[src/include/rtc_ss_defines.svh]
/*
  Register offsets, field positions and reset values for the sub-second,
  time-shift and time-stamp block. Assumes byte-addressed 32-bit registers.
*/
`ifndef RTC_SS_DEFINES_SVH
`define RTC_SS_DEFINES_SVH

// ==========================================================================
// Register offsets
`define OFS_SUBSECOND_COUNT 8'h28
`define OFS_TIME_SHIFT 8'h2C
`define OFS_STAMP_TIME 8'h30
`define OFS_STAMP_DATE 8'h34
`define OFS_STAMP_SUBSECOND 8'h38
`define OFS_SHIFT_STATUS 8'h50
`define OFS_SHIFT_APPLY_CTRL 8'h54

// ==========================================================================
// Field positions
`define BIT_ADD_ONE_SECOND 31
`define SFS_MSB 14
`define BIT_PENDING 0
`define BIT_SYNCED 1
`define BIT_STAMP 2

// ==========================================================================
// Reset values
`define RST_WORD 32'h0000_0000
`define RST_SUBSEC 16'h0000
`define RST_FACTOR 16'h00FF

`endif

[src/include/rtc_ss_pkg.sv]
/*
  Types shared by the sub-second block. Assumes nothing else.
*/
package rtc_ss_pkg;
  typedef struct packed {
    logic afternoon_mark;
    logic [1:0] hour_tens;
    logic [3:0] hour_units;
    logic [2:0] minute_tens;
    logic [3:0] minute_units;
    logic [2:0] second_tens;
    logic [3:0] second_units;
  } cal_time_t;

  typedef struct packed {
    logic [2:0] weekday;
    logic mth_tens;
    logic [3:0] mth_units;
    logic [1:0] day_tens_digit;
    logic [3:0] day_units_digit;
  } cal_date_t;

  typedef struct packed {
    logic add_one_second;
    logic [14:0] subtract_fraction;
  } shift_req_t;

  typedef enum logic [1:0] {
    SH_IDLE,
    SH_APPLY,
    SH_DONE
  } shift_state_t;
endpackage

[src/logic/rtc_subsecond_shift_timestamp.sv]
/*
  Sub-second counter, fine time shift and time-stamp capture of a real-time
  clock. Assumes the rest of the clock supplies a prescaler tick, the
  calendar time and date, and the stamp trigger; bkp_reset_i is the backup
  domain reset, reset_i the system reset. Both are synchronous, active high.
*/
`timescale 1ns/1ns
`include "rtc_ss_defines.svh"
module rtc_subsecond_shift_timestamp
  import rtc_ss_pkg::*;
(
  input wire logic sys_clk_i,
  input wire logic reset_i,
  input wire logic bkp_reset_i,
  input wire logic [7:0] addr_i,
  input wire logic [31:0] wdata_i,
  input wire logic wr_i,
  input wire logic rd_i,
  output logic [31:0] rdata_o,
  input wire logic prescale_tick_i,
  input wire logic [15:0] sync_prescale_factor_i,
  input wire logic shadow_bypass_i,
  input wire logic stamp_event_i,
  input wire logic stamp_clear_i,
  input wire cal_time_t cal_time_i,
  input wire cal_date_t cal_date_i,
  input wire logic sync_done_i,
  output logic second_tick_o,
  output logic add_second_o,
  output logic shift_pending_flag_o,
  output logic register_synced_flag_o,
  output logic stamp_flag_o,
  output logic [15:0] subsecond_value_o
);

  // ========================================================================
  // State
  logic [15:0] count_q;
  shift_req_t shift_q;
  shift_state_t state_q;
  logic synced_q;
  logic stamp_q;
  cal_time_t st_time_q;
  cal_date_t st_date_q;
  logic [15:0] st_sub_q;
  logic second_q;
  logic add_sec_q;

  logic shift_wr;
  logic apply;
  logic [15:0] shifted;

  assign shift_wr = wr_i && (addr_i == `OFS_TIME_SHIFT);
  assign apply = (state_q == SH_APPLY);
  // A count above the factor only lengthens the current second. The sum
  // wraps at 16 bits; software keeps the factor plus the fraction in range.
  assign shifted = count_q + {1'b0, shift_q.subtract_fraction};

  // ========================================================================
  // Synchronous prescaler down counter
  always_ff @(posedge sys_clk_i) begin
    if (bkp_reset_i) begin
      count_q <= `RST_SUBSEC;
    end else if (reset_i && !shadow_bypass_i) begin
      count_q <= `RST_SUBSEC;
    end else if (apply) begin
      // A tick that meets the apply cycle is dropped; that one-tick window
      // is the price of landing the whole shift in a single cycle.
      count_q <= shifted;
    end else if (prescale_tick_i) begin
      if (count_q == 16'h0000) begin
        count_q <= sync_prescale_factor_i;
      end else begin
        count_q <= count_q - 16'h0001;
      end
    end
  end

  always_ff @(posedge sys_clk_i) begin
    if (reset_i || bkp_reset_i) begin
      second_q <= 1'b0;
    end else begin
      second_q <= prescale_tick_i && !apply && (count_q == 16'h0000);
    end
  end

  // ========================================================================
  // Shift request register and its sequence
  always_ff @(posedge sys_clk_i) begin
    if (bkp_reset_i) begin
      shift_q <= '0;
    end else if (shift_wr && state_q == SH_IDLE) begin
      shift_q.add_one_second <= wdata_i[`BIT_ADD_ONE_SECOND];
      shift_q.subtract_fraction <= wdata_i[`SFS_MSB:0];
    end
  end

  always_ff @(posedge sys_clk_i) begin
    if (bkp_reset_i || reset_i) begin
      state_q <= SH_IDLE;
    end else begin
      case (state_q)
        SH_IDLE: begin
          if (shift_wr) begin
            state_q <= SH_APPLY;
          end
        end
        SH_APPLY: state_q <= SH_DONE;
        SH_DONE: state_q <= SH_IDLE;
        default: state_q <= SH_IDLE;
      endcase
    end
  end

  always_ff @(posedge sys_clk_i) begin
    if (reset_i || bkp_reset_i) begin
      add_sec_q <= 1'b0;
    end else begin
      add_sec_q <= apply && shift_q.add_one_second;
    end
  end

  always_ff @(posedge sys_clk_i) begin
    if (reset_i || bkp_reset_i) begin
      synced_q <= 1'b0;
    end else if (sync_done_i) begin
      // A sync that meets a write wins, so a finished resync is never lost.
      synced_q <= 1'b1;
    end else if (shift_wr) begin
      synced_q <= 1'b0;
    end
  end

  // ========================================================================
  // Time stamp
  always_ff @(posedge sys_clk_i) begin
    if (bkp_reset_i) begin
      stamp_q <= 1'b0;
    end else if (stamp_event_i) begin
      stamp_q <= 1'b1;
    end else if (stamp_clear_i) begin
      stamp_q <= 1'b0;
    end
  end

  always_ff @(posedge sys_clk_i) begin
    if (bkp_reset_i) begin
      st_time_q <= '0;
      st_date_q <= '0;
      st_sub_q <= `RST_SUBSEC;
    end else if (stamp_event_i && !stamp_q) begin
      st_time_q <= cal_time_i;
      st_date_q <= cal_date_i;
      st_sub_q <= count_q;
    end else if (stamp_clear_i && !stamp_event_i) begin
      st_time_q <= '0;
      st_date_q <= '0;
      st_sub_q <= `RST_SUBSEC;
    end
  end

  // ========================================================================
  // Register read port
  always_ff @(posedge sys_clk_i) begin
    if (reset_i) begin
      rdata_o <= `RST_WORD;
    end else if (rd_i) begin
      case (addr_i)
        `OFS_SUBSECOND_COUNT: rdata_o <= {16'h0000, count_q};
        `OFS_STAMP_TIME: rdata_o <= {9'h000, st_time_q[20:14], 1'b0,
                                     st_time_q[13:7], 1'b0,
                                     st_time_q[6:0]};
        `OFS_STAMP_DATE: rdata_o <= {16'h0000, st_date_q[13:6], 2'b00,
                                     st_date_q[5:0]};
        `OFS_STAMP_SUBSECOND: rdata_o <= {16'h0000, st_sub_q};
        `OFS_SHIFT_STATUS: rdata_o <= {29'h0000_0000, stamp_q, synced_q,
                                       state_q != SH_IDLE};
        default: rdata_o <= `RST_WORD;
      endcase
    end else begin
      rdata_o <= `RST_WORD;
    end
  end

  assign second_tick_o = second_q;
  assign add_second_o = add_sec_q;
  assign shift_pending_flag_o = (state_q != SH_IDLE);
  assign register_synced_flag_o = synced_q;
  assign stamp_flag_o = stamp_q;
  assign subsecond_value_o = count_q;

endmodule

[config.mk]
export PLATFORM = sky130hd
export DESIGN_NAME = rtc_subsecond_shift_timestamp
export DESIGN_NICKNAME = d
export VERILOG_FILES = /design/src/include/rtc_ss_pkg.sv /design/src/logic/rtc_subsecond_shift_timestamp.sv
export VERILOG_INCLUDE_DIRS = /design/src /design/src/include
export SDC_FILE = /design/constraint.sdc
export NUM_CORES = 1
export LEC_CHECK = 0
export CELL_PAD_IN_SITES_DETAIL_PLACEMENT = 2
export CELL_PAD_IN_SITES_GLOBAL_PLACEMENT = 2
export CORE_ASPECT_RATIO = 1.5
export CORE_UTILIZATION = 36
export DETAILED_ROUTE_END_ITERATION = 7
export DONT_BUFFER_PORTS = 1
export PLACE_DENSITY = 0.85
export SYNTH_ARGS = -nofsm -noshare
export SYNTH_HDL_FRONTEND = slang
export SYNTH_SLANG_ARGS = --single-unit
[constraint.sdc]
create_clock -name sys_clk_i -period 3.27 [get_ports sys_clk_i]
set_clock_uncertainty 0.15 [all_clocks]
set_input_delay 0.327 -clock sys_clk_i [delete_from_list [all_inputs] [get_ports sys_clk_i]]
set_output_delay 0.327 -clock sys_clk_i [all_outputs]
set_load 0.02 [all_outputs]
Yosys cells after proc, flatten, opt, wreduce, memory -nomap -nowiden
Index checks and enable logic that the tools add are counted.
{"block": "op_classes", "addsub": 2, "n_eq_ne": 8, "n_mux": 16, "bitwise_logic": 1, "reduce_logical": 22}
{"cell": "one-hot mux 23 bit (5 select lines)", "count": 1}
{"cell": "two-way mux 16 bit", "count": 5}
{"cell": "two-way mux 21 bit", "count": 2}
{"cell": "== test 8 x 6 -> 1 bit (second input constant)", "count": 5}
{"cell": "two-way mux 14 bit", "count": 2}
{"cell": "adder 16 x 15 -> 16 bit", "count": 1}
{"cell": "logical NOT 16 bit", "count": 1}
{"cell": "subtractor 16 x 1 -> 16 bit (second input constant)", "count": 1}
{"cell": "nonzero test 2 bit", "count": 5}
{"cell": "== test 8 x 7 -> 1 bit (second input constant)", "count": 1}
{"cell": "logical AND 1 bit", "count": 8}
{"cell": "logical NOT 1 bit", "count": 4}
{"cell": "two-way mux 1 bit", "count": 4}
{"cell": "one-hot mux 2 bit (2 select lines)", "count": 1}
{"cell": "OR reduction 2 bit", "count": 2}
{"cell": "== test 2 x 1 -> 1 bit (second input constant)", "count": 1}
{"cell": "logical NOT 2 bit", "count": 1}
{"cell": "two-way mux 2 bit", "count": 1}
{"cell": "!= test 2 bit (second input constant)", "count": 1}
{"cell": "logical OR 1 bit", "count": 1}
{"cell": "NOT 1 bit", "count": 1}
{"block": "word_totals", "reg_bits": 121, "in_bits": 101, "output_inout_bits": 53, "elab_cells": 71}

Depth between registers and ports, before layout
Gate-level depths: netlist (run 1).
{"block": "depth", "ltp_word": 4, "depth_mapped": 9, "depth_no_buf": 8}

Least setup slack after synthesis (run 1)
No wires, ideal clock.
{"block": "synth_timing", "kind": "register to register", "startpoint": "register count_q[0] (netlist: subsecond_value_o[0])", "endpoint": "register count_q[8] (netlist: subsecond_value_o[8])", "setup_time_ns": 0.117, "t_arrival_ns": 2.241, "t_required_ns": 3.003, "slack_ns": 0.762, "stages_incl_launch_ff": 9, "n_path_buf": 0, "period_less_slack_ns": 2.508, "path_cell_list": "dfxtp_1 ha_1 fa_1 a21o_1 and3_1 o31ai_1 a21boi_0 xor2_1 a22o_1"}
{"block": "synth_via", "elab_chain_cells": 4, "word_cells_on_any_way": 6, "classes_between": "add/sub (2); mux (3); reduce/logical (1)"}
{"item": "from (decl)", "line": "rtc_subsecond_shift_timestamp.sv:38", "source": "logic [15:0] count_q;"}
{"item": "from (signal assigned)", "line": "rtc_subsecond_shift_timestamp.sv:63", "source": "count_q <= `RST_SUBSEC;"}
{"item": "from (signal assigned)", "line": "rtc_subsecond_shift_timestamp.sv:65", "source": "count_q <= `RST_SUBSEC;"}
{"item": "from (signal assigned)", "line": "rtc_subsecond_shift_timestamp.sv:69", "source": "count_q <= shifted;"}
{"item": "subtractor 16 x 1 -> 16 bit or logical NOT 16 bit (tied branches)", "line": "rtc_subsecond_shift_timestamp.sv:74, rtc_subsecond_shift_timestamp.sv:71"}
{"item": "two-way mux 16 bit", "line": "rtc_subsecond_shift_timestamp.sv:71", "source": "if (count_q == 16'h0000) begin"}
{"item": "two-way mux 16 bit", "line": "rtc_subsecond_shift_timestamp.sv:70", "source": "end else if (prescale_tick_i) begin"}
{"item": "two-way mux 16 bit *", "line": "rtc_subsecond_shift_timestamp.sv:66", "source": "end else if (apply) begin"}
Mark *: on every way between the ends. The rest lies on a longest branch, timed or not. The select of a mux whose other input is x is not followed.
A chain may end at the register's enable or synchronous reset.

Final worst setup path (run 1)
{"block": "layout_timing", "startpoint": "register count_q[1] (netlist: subsecond_value_o[1])", "endpoint": "register count_q[15] (netlist: subsecond_value_o[15])"}
The elaborated chain is that of the path after synthesis.

==> out/metrics.yaml, run 1 <==
synth_seq_cells: 112
start_util: 0.367
antenna_left: 0
dpl.cell_count: 824
crit_chain: "ha_1 -> a211oi_1 -> nor4_1 -> or2_2 -> o211ai_1 -> mux2i_1 -> o21ai_0"
wl_mm: 20.4
post_cts_buffers: 0
vias: 5087
yosysWarningCount: 0
min_from: "cal_time_i[9]"
die_h_um: 153
gp_congestion: 0.949
syn_area_um2: 5500
drive_above_1_share: 0.0835
setup_viol: 0
netlist_instances: 654
core_area_um2: 15000
die-width_um: 103
rows: 55
first_pass_iters: 5
clock_sinks: 112
cp_max_fo: 9
critPathRequiredTime_ns: 3.34
switching_share: 0.409
ys.flop_type: "dfxtp_1"
synth-edff-count: 0
min_period_ns: 2.78
grt-ovfl-total: 0
htreeDepth: 3
antennaDiodeCount: 0
first_global_vias: 5780
power_density_nw_per_um2: 777
dp_hpwl_mm: 14.5
post_synth.cell_area_avg_um2: 8.42
cpPeakStageDelay_ns: 0.71
final_core_utilization: 0.421
post_drt_wl_per_cell_um: 23.5
clkPwrFrac: 0.258
grt_pass1_wl_mm: 31.5
regArea_um2: 2240
crit-reg2reg-launch: "subsecond_value_o[1]"
clk_latency_ns: 0.35
drt-initial-drc-count: 218
critical_path_class: "register to register"
slew_headroom: 0.484
cts_resized: 0
slowest_stage: "dfxtp_1"
p_switching_mw: 2.01
seqPwrFrac: 0.352
fillCellCount: 1692
multiInputGateArea_um2: 3010
root_buffer: "clkbuf_16"
synthDistinctLibCells: 68
p_leak_nw: 2.36
final_cell_count_no_fill: 870
maxCapViolCount: 0
worst_ep_arrival_time_ns: 2.85
drc: 0
min_to: "st_time_q[9]"
vdd_ir_drop_max_uv: 348
drv_slew: 0
hold_path.class: "input pin to register"
ys_seq_area_frac: 0.407
async_flop_share: 0
tightest_slew_ns: 0.772
numCtsBuffers: 9
dieArea_um2: 15800
holdBufCountCts: 30
r2r_slack_ns: 0.49
clk_path_buf_depth: 2
grt_max_degree: 72
antenna_found_initial: 1
grtUsageTotal: 0.265
min_period_over_period: 0.850
io_buffer_count: 0
rr_worst_depth: 7
clkTransAtPathRegs_ns: 0.08
max_clock_freq_ghz: 0.360
via_per_inst: 5.85
internal_power_mw: 2.90
outcome: "completed"
io_pins: 154
start_kind: "register"
hold_viol: 0
syn_to_final_growth_pct: 14.6
nets: 785
min_path_cells: 2
finalSetupTns_ns: 0
r2r-end: "subsecond_value_o[15]"
crit_path_end_kind: "register"
rsz0062_at_grt: "no"
combinationalPowerShare: 0.391
cts_tree: "done"
[cell type report]
cell class                      count  share of cell area
Multi-Input combinational cell    488               0.476
Tap cell                          199              0.0395
Sequential cell                   112               0.355
Clock buffer                       10              0.0379
Inverter                            8             0.00476
Timing Repair Buffer               47              0.0706
Clock inverter                      6              0.0155
[layer usage]
metal	share of wire	routed length, µm	vias to the layer above	global-route usage
li1	-	-	2360	-
met1	0.35	7180	2537	0.257
met2	0.55	11300	141	0.503
met3	0.053	1090	49	0.0709
met4	0.042	853	0	0.121
met5	0	0	-	0
[worst max path at each step]
stage	depth (start not counted)	slack, ns	end	start
6_report	7	0.49	subsecond_value_o[15]	subsecond_value_o[1]
5_1_grt	7	0.31	subsecond_value_o[15]	subsecond_value_o[1]
4_1_cts	7	0.53	subsecond_value_o[15]	subsecond_value_o[1]
3_5_place_dp	7	0.55	subsecond_value_o[8]	subsecond_value_o[1]
3_3_place_gp	7	0.63	subsecond_value_o[15]	subsecond_value_o[1]
2_1_floorplan	8	0.76	subsecond_value_o[8]	subsecond_value_o[0]
[layout by cell type, fill, tap and decap left out, drive strengths merged, types with 8 or more instances in the layout]
| master | Yosys | final |
|---|---|---|
| dfxtp | 112 | 112 |
| nor2 | 100 | 100 |
| nand2 | 57 | 57 |
| a22oi | 54 | 54 |
| a21oi | 53 | 53 |
| dlygate4sd3 | 0 | 29 |
| o21ai | 23 | 23 |
| nor3 | 20 | 20 |
| buf | 21 | 18 |
| ha | 17 | 17 |
| nand3 | 15 | 15 |
| a221oi | 15 | 15 |
| mux2i | 14 | 14 |
| inv | 8 | 11 |
| and2 | 10 | 10 |
| clkbuf | 33 | 10 |
| conb | 1 | 9 |
| nand2b | 8 | 8 |
[registers in the layout (all words and copies together), names as in the netlist]
register / flops
add_second_o: 1
shift_q: 16
st_date_q: 14
register_synced_flag_o: 1
stamp_flag_o: 1
second_tick_o: 1
state_q: 2
subsecond_value_o: 16
rdata_o: 23
st_time_q: 21
st_sub_q: 16
[synth_stat cells, drive strengths merged (6+ instances only)]
cell type	n	area share
a21oi	53	0.048
a221oi	15	0.025
a22oi	54	0.074
and2	10	0.011
buf	21	0.027
clkbuf	33	0.023
dfxtp	112	0.41
ha	17	0.039
inv	8	0.0055
mux2i	14	0.025
nand2	57	0.039
nand2b	8	0.0091
nand3	15	0.014
nor2	100	0.069
nor3	20	0.023
nor4	6	0.013
o21ai	23	0.021
or2	6	0.0068
xor2	7	0.011
[cells by family (layout without fill, tap and decap cells)]
group	Yosys count	after routing	synth area share
other	1	9	0.000681
AND/OR/NAND/NOR	241	241	0.208
flip-flops	112	112	0.407
adder cells (fa/ha/maj)	18	18	0.0423
buffers and inverters	62	71	0.0555
multiplexers	16	16	0.0296
XOR/XNOR	12	12	0.0191
AO/OA/AOI/OAI	192	192	0.237
[power by group through the flow]
stage / registers, mW / logic (mW) / clock network, mW
3_5_place_dp: 1.75 / 1.85 / 0
5_1_grt: 1.74 / 2.10 / 1.34
4_1_cts: 1.72 / 1.91 / 1.28
6_report: 1.72 / 1.91 / 1.26
2_1_floorplan: 1.75 / 1.28 / 0
3_3_place_gp: 1.74 / 1.72 / 0
[per-stage QoR]
| stage | hold slack, ns | cell area [µm²] | worst slack, ns | total power, mW |
|---|---|---|---|---|
| finish | 0.00465 | 6310 | 0.490 | 4.90 |
| global route | 0.00745 | 6310 | 0.308 | 5.19 |
| CTS | 0.000371 | 6310 | 0.527 | 4.91 |
| detailed placement | 0.249 | 5650 | 0.555 | 3.60 |
| global placement | 0.248 | 5650 | 0.629 | 3.46 |
| floorplan | 0.247 | 5530 | 0.762 | 3.04 |
[worst max-delay path: cells and delay by family, from the launching register on]
family | cells | cell delay, ns
compound gates | 3 | 0.71
simple gates | 2 | 0.50
flops | 1 | 0.71
fa+ha+maj | 1 | 0.35
mux | 1 | 0.22
No activity file was read; power rests on OpenSTA's default activity.
==> run 2, diff against run 1 <==
--- a/constraint.sdc
+++ b/constraint.sdc
@@ -3,3 +3,3 @@
 set_input_delay 0.327 -clock sys_clk_i [delete_from_list [all_inputs] [get_ports sys_clk_i]]
 set_output_delay 0.327 -clock sys_clk_i [all_outputs]
-set_load 0.02 [all_outputs]
+set_load 0.01 [all_outputs]
==> out/metrics.yaml, run 2 (synthesis results as in run 1) <==
worst-path-buf-inv: 1
clk_path_buf_depth: 2
nets: 786
first_pass_iters: 4
p_leak_nw: 2.34
finalSetupTns_ns: 0
fillCellCount: 1723
final_common_cell: "dfxtp_1"
cp_max_fo: 8
drive_above_1_share: 0.0789
grt_max_degree: 72
cpPeakStageDelay_ns: 0.61
holdBufCountCts: 33
power_density_nw_per_um2: 739
max_clock_freq_ghz: 0.352
regArea_um2: 2240
clkTransAtPathRegs_ns: 0.09
cts_resized: 0
min_period_ns: 2.84
worst_hold_slack_ns: -0.0000298
first_global_vias: 5667
final_area_um2: 6290
slowest_stage: "nor3b_1"
clock_sinks: 112
place_area_um2: 5630
clk_latency_ns: 0.36
top_register: "rdata_o"
dieArea_um2: 15800
outcome: "complete, but fails checks"
die-width_um: 103
reg.largest.list: "rdata_o (23), st_time_q (21)"
largest_register_ff_count: 23
failed_checks: "negative hold slack"
grt_pass1_wl_mm: 30.9
post_cts_buffers: 0
core_area_um2: 15000
root_buffer: "clkbuf_16"
min_period_over_period: 0.868
drv_slew: 0
power_mw: 4.65
fin_ws_ns: 0.432
start_kind: "register"
antenna_found_initial: 0
vdd_ir_drop_max_uv: 287
critical_path_class: "register to register"
crit_path_end_kind: "register"
final_cell_mix: "dfxtp_1 (112), nor2_1 (98), nand2_1 (56)"
cts_tree: "done"
drt-initial-drc-count: 157
grt-ovfl-total: 0
rsz0062_at_grt: "no"
slew_headroom: 0.520
io_pins: 154
drc: 0
via_per_inst: 5.83
setup_viol: 0
gp_congestion: 0.953
critPathTopFamily: "simple AND/OR/NAND/NOR gates"
grtUsageTotal: 0.259
maxCapViolCount: 0
critPathRequiredTime_ns: 3.37
syn_to_final_growth_pct: 14.2
vias: 5075
io_buffer_count: 0
htreeDepth: 3
dp_hpwl_mm: 14.5
hold_viol: 1
pre_cts_slack_ns: 0.444
wl_mm: 20.0
worst_ep_arrival_time_ns: 2.94
r2r_slack_ns: 0.43
numCtsBuffers: 9
post_drt_wl_per_cell_um: 22.9
rows: 55
antennaDiodeCount: 0
antenna_left: 0
die_h_um: 153
start_util: 0.367
hold_path.class: "input pin to register"
crit_chain: "inv_1 -> ha_1 -> nor3b_1 -> and4_1 -> nand2_2 -> nor2_1 -> a21oi_1 -> a32o_1"
tightest_slew_ns: 0.719
multiInputGateArea_um2: 3010
-- run 2: worst reg2reg max path, delay by kind of cell (launching register included) --
family	cells	cell delay, ns
AO/OA/AOI/OAI	2	0.30
AND/OR/NAND/NOR	4	1.43
buffers and inverters	1	0.21
adder cells (fa/ha/maj)	1	0.21
flip-flops	1	0.44
-- run 2: metal layers --
metal,GRT usage,share of wire,vias up
li1,-,-,2369
met1,0.260,0.35,2522
met2,0.495,0.56,141
met3,0.0576,0.051,43
met4,0.105,0.033,0
met5,0,0,-
-- run 2: power breakdown --
group / switching (mW) / internal [mW]
combinational: 1.13 / 0.677
clock: 0.578 / 0.543
sequential: 0.227 / 1.49
total: 1.94 / 2.71
-- run 2: final timing paths --
kind / start / to / cells after the start
max: subsecond_value_o[0] / subsecond_value_o[9] / 8
min: cal_time_i[2] / st_time_q[2] / 2
max reg2reg: subsecond_value_o[0] / subsecond_value_o[9] / 8
min reg2reg: shift_q[9] / shift_q[9] / 2
-- run 2: cell type report --
cell class | instances | share of cell area
clock buffer | 9 | 0.0358
clock inverter | 7 | 0.0113
inverter | 8 | 0.00478
multi-input combinational | 488 | 0.478
sequential | 112 | 0.357
tap | 199 | 0.0396
timing repair buffer | 48 | 0.0736
-- run 2: stage by stage --
| stage | util | cells |
|---|---|---|
| 2_1_floorplan | - | 662 |
| 5_1_grt | 0.419 | 871 |
| 3_3_place_gp | 0.375 | 821 |
| 6_report | 0.419 | 871 |
| 4_1_cts | 0.418 | 870 |
| 3_5_place_dp | 0.375 | 821 |
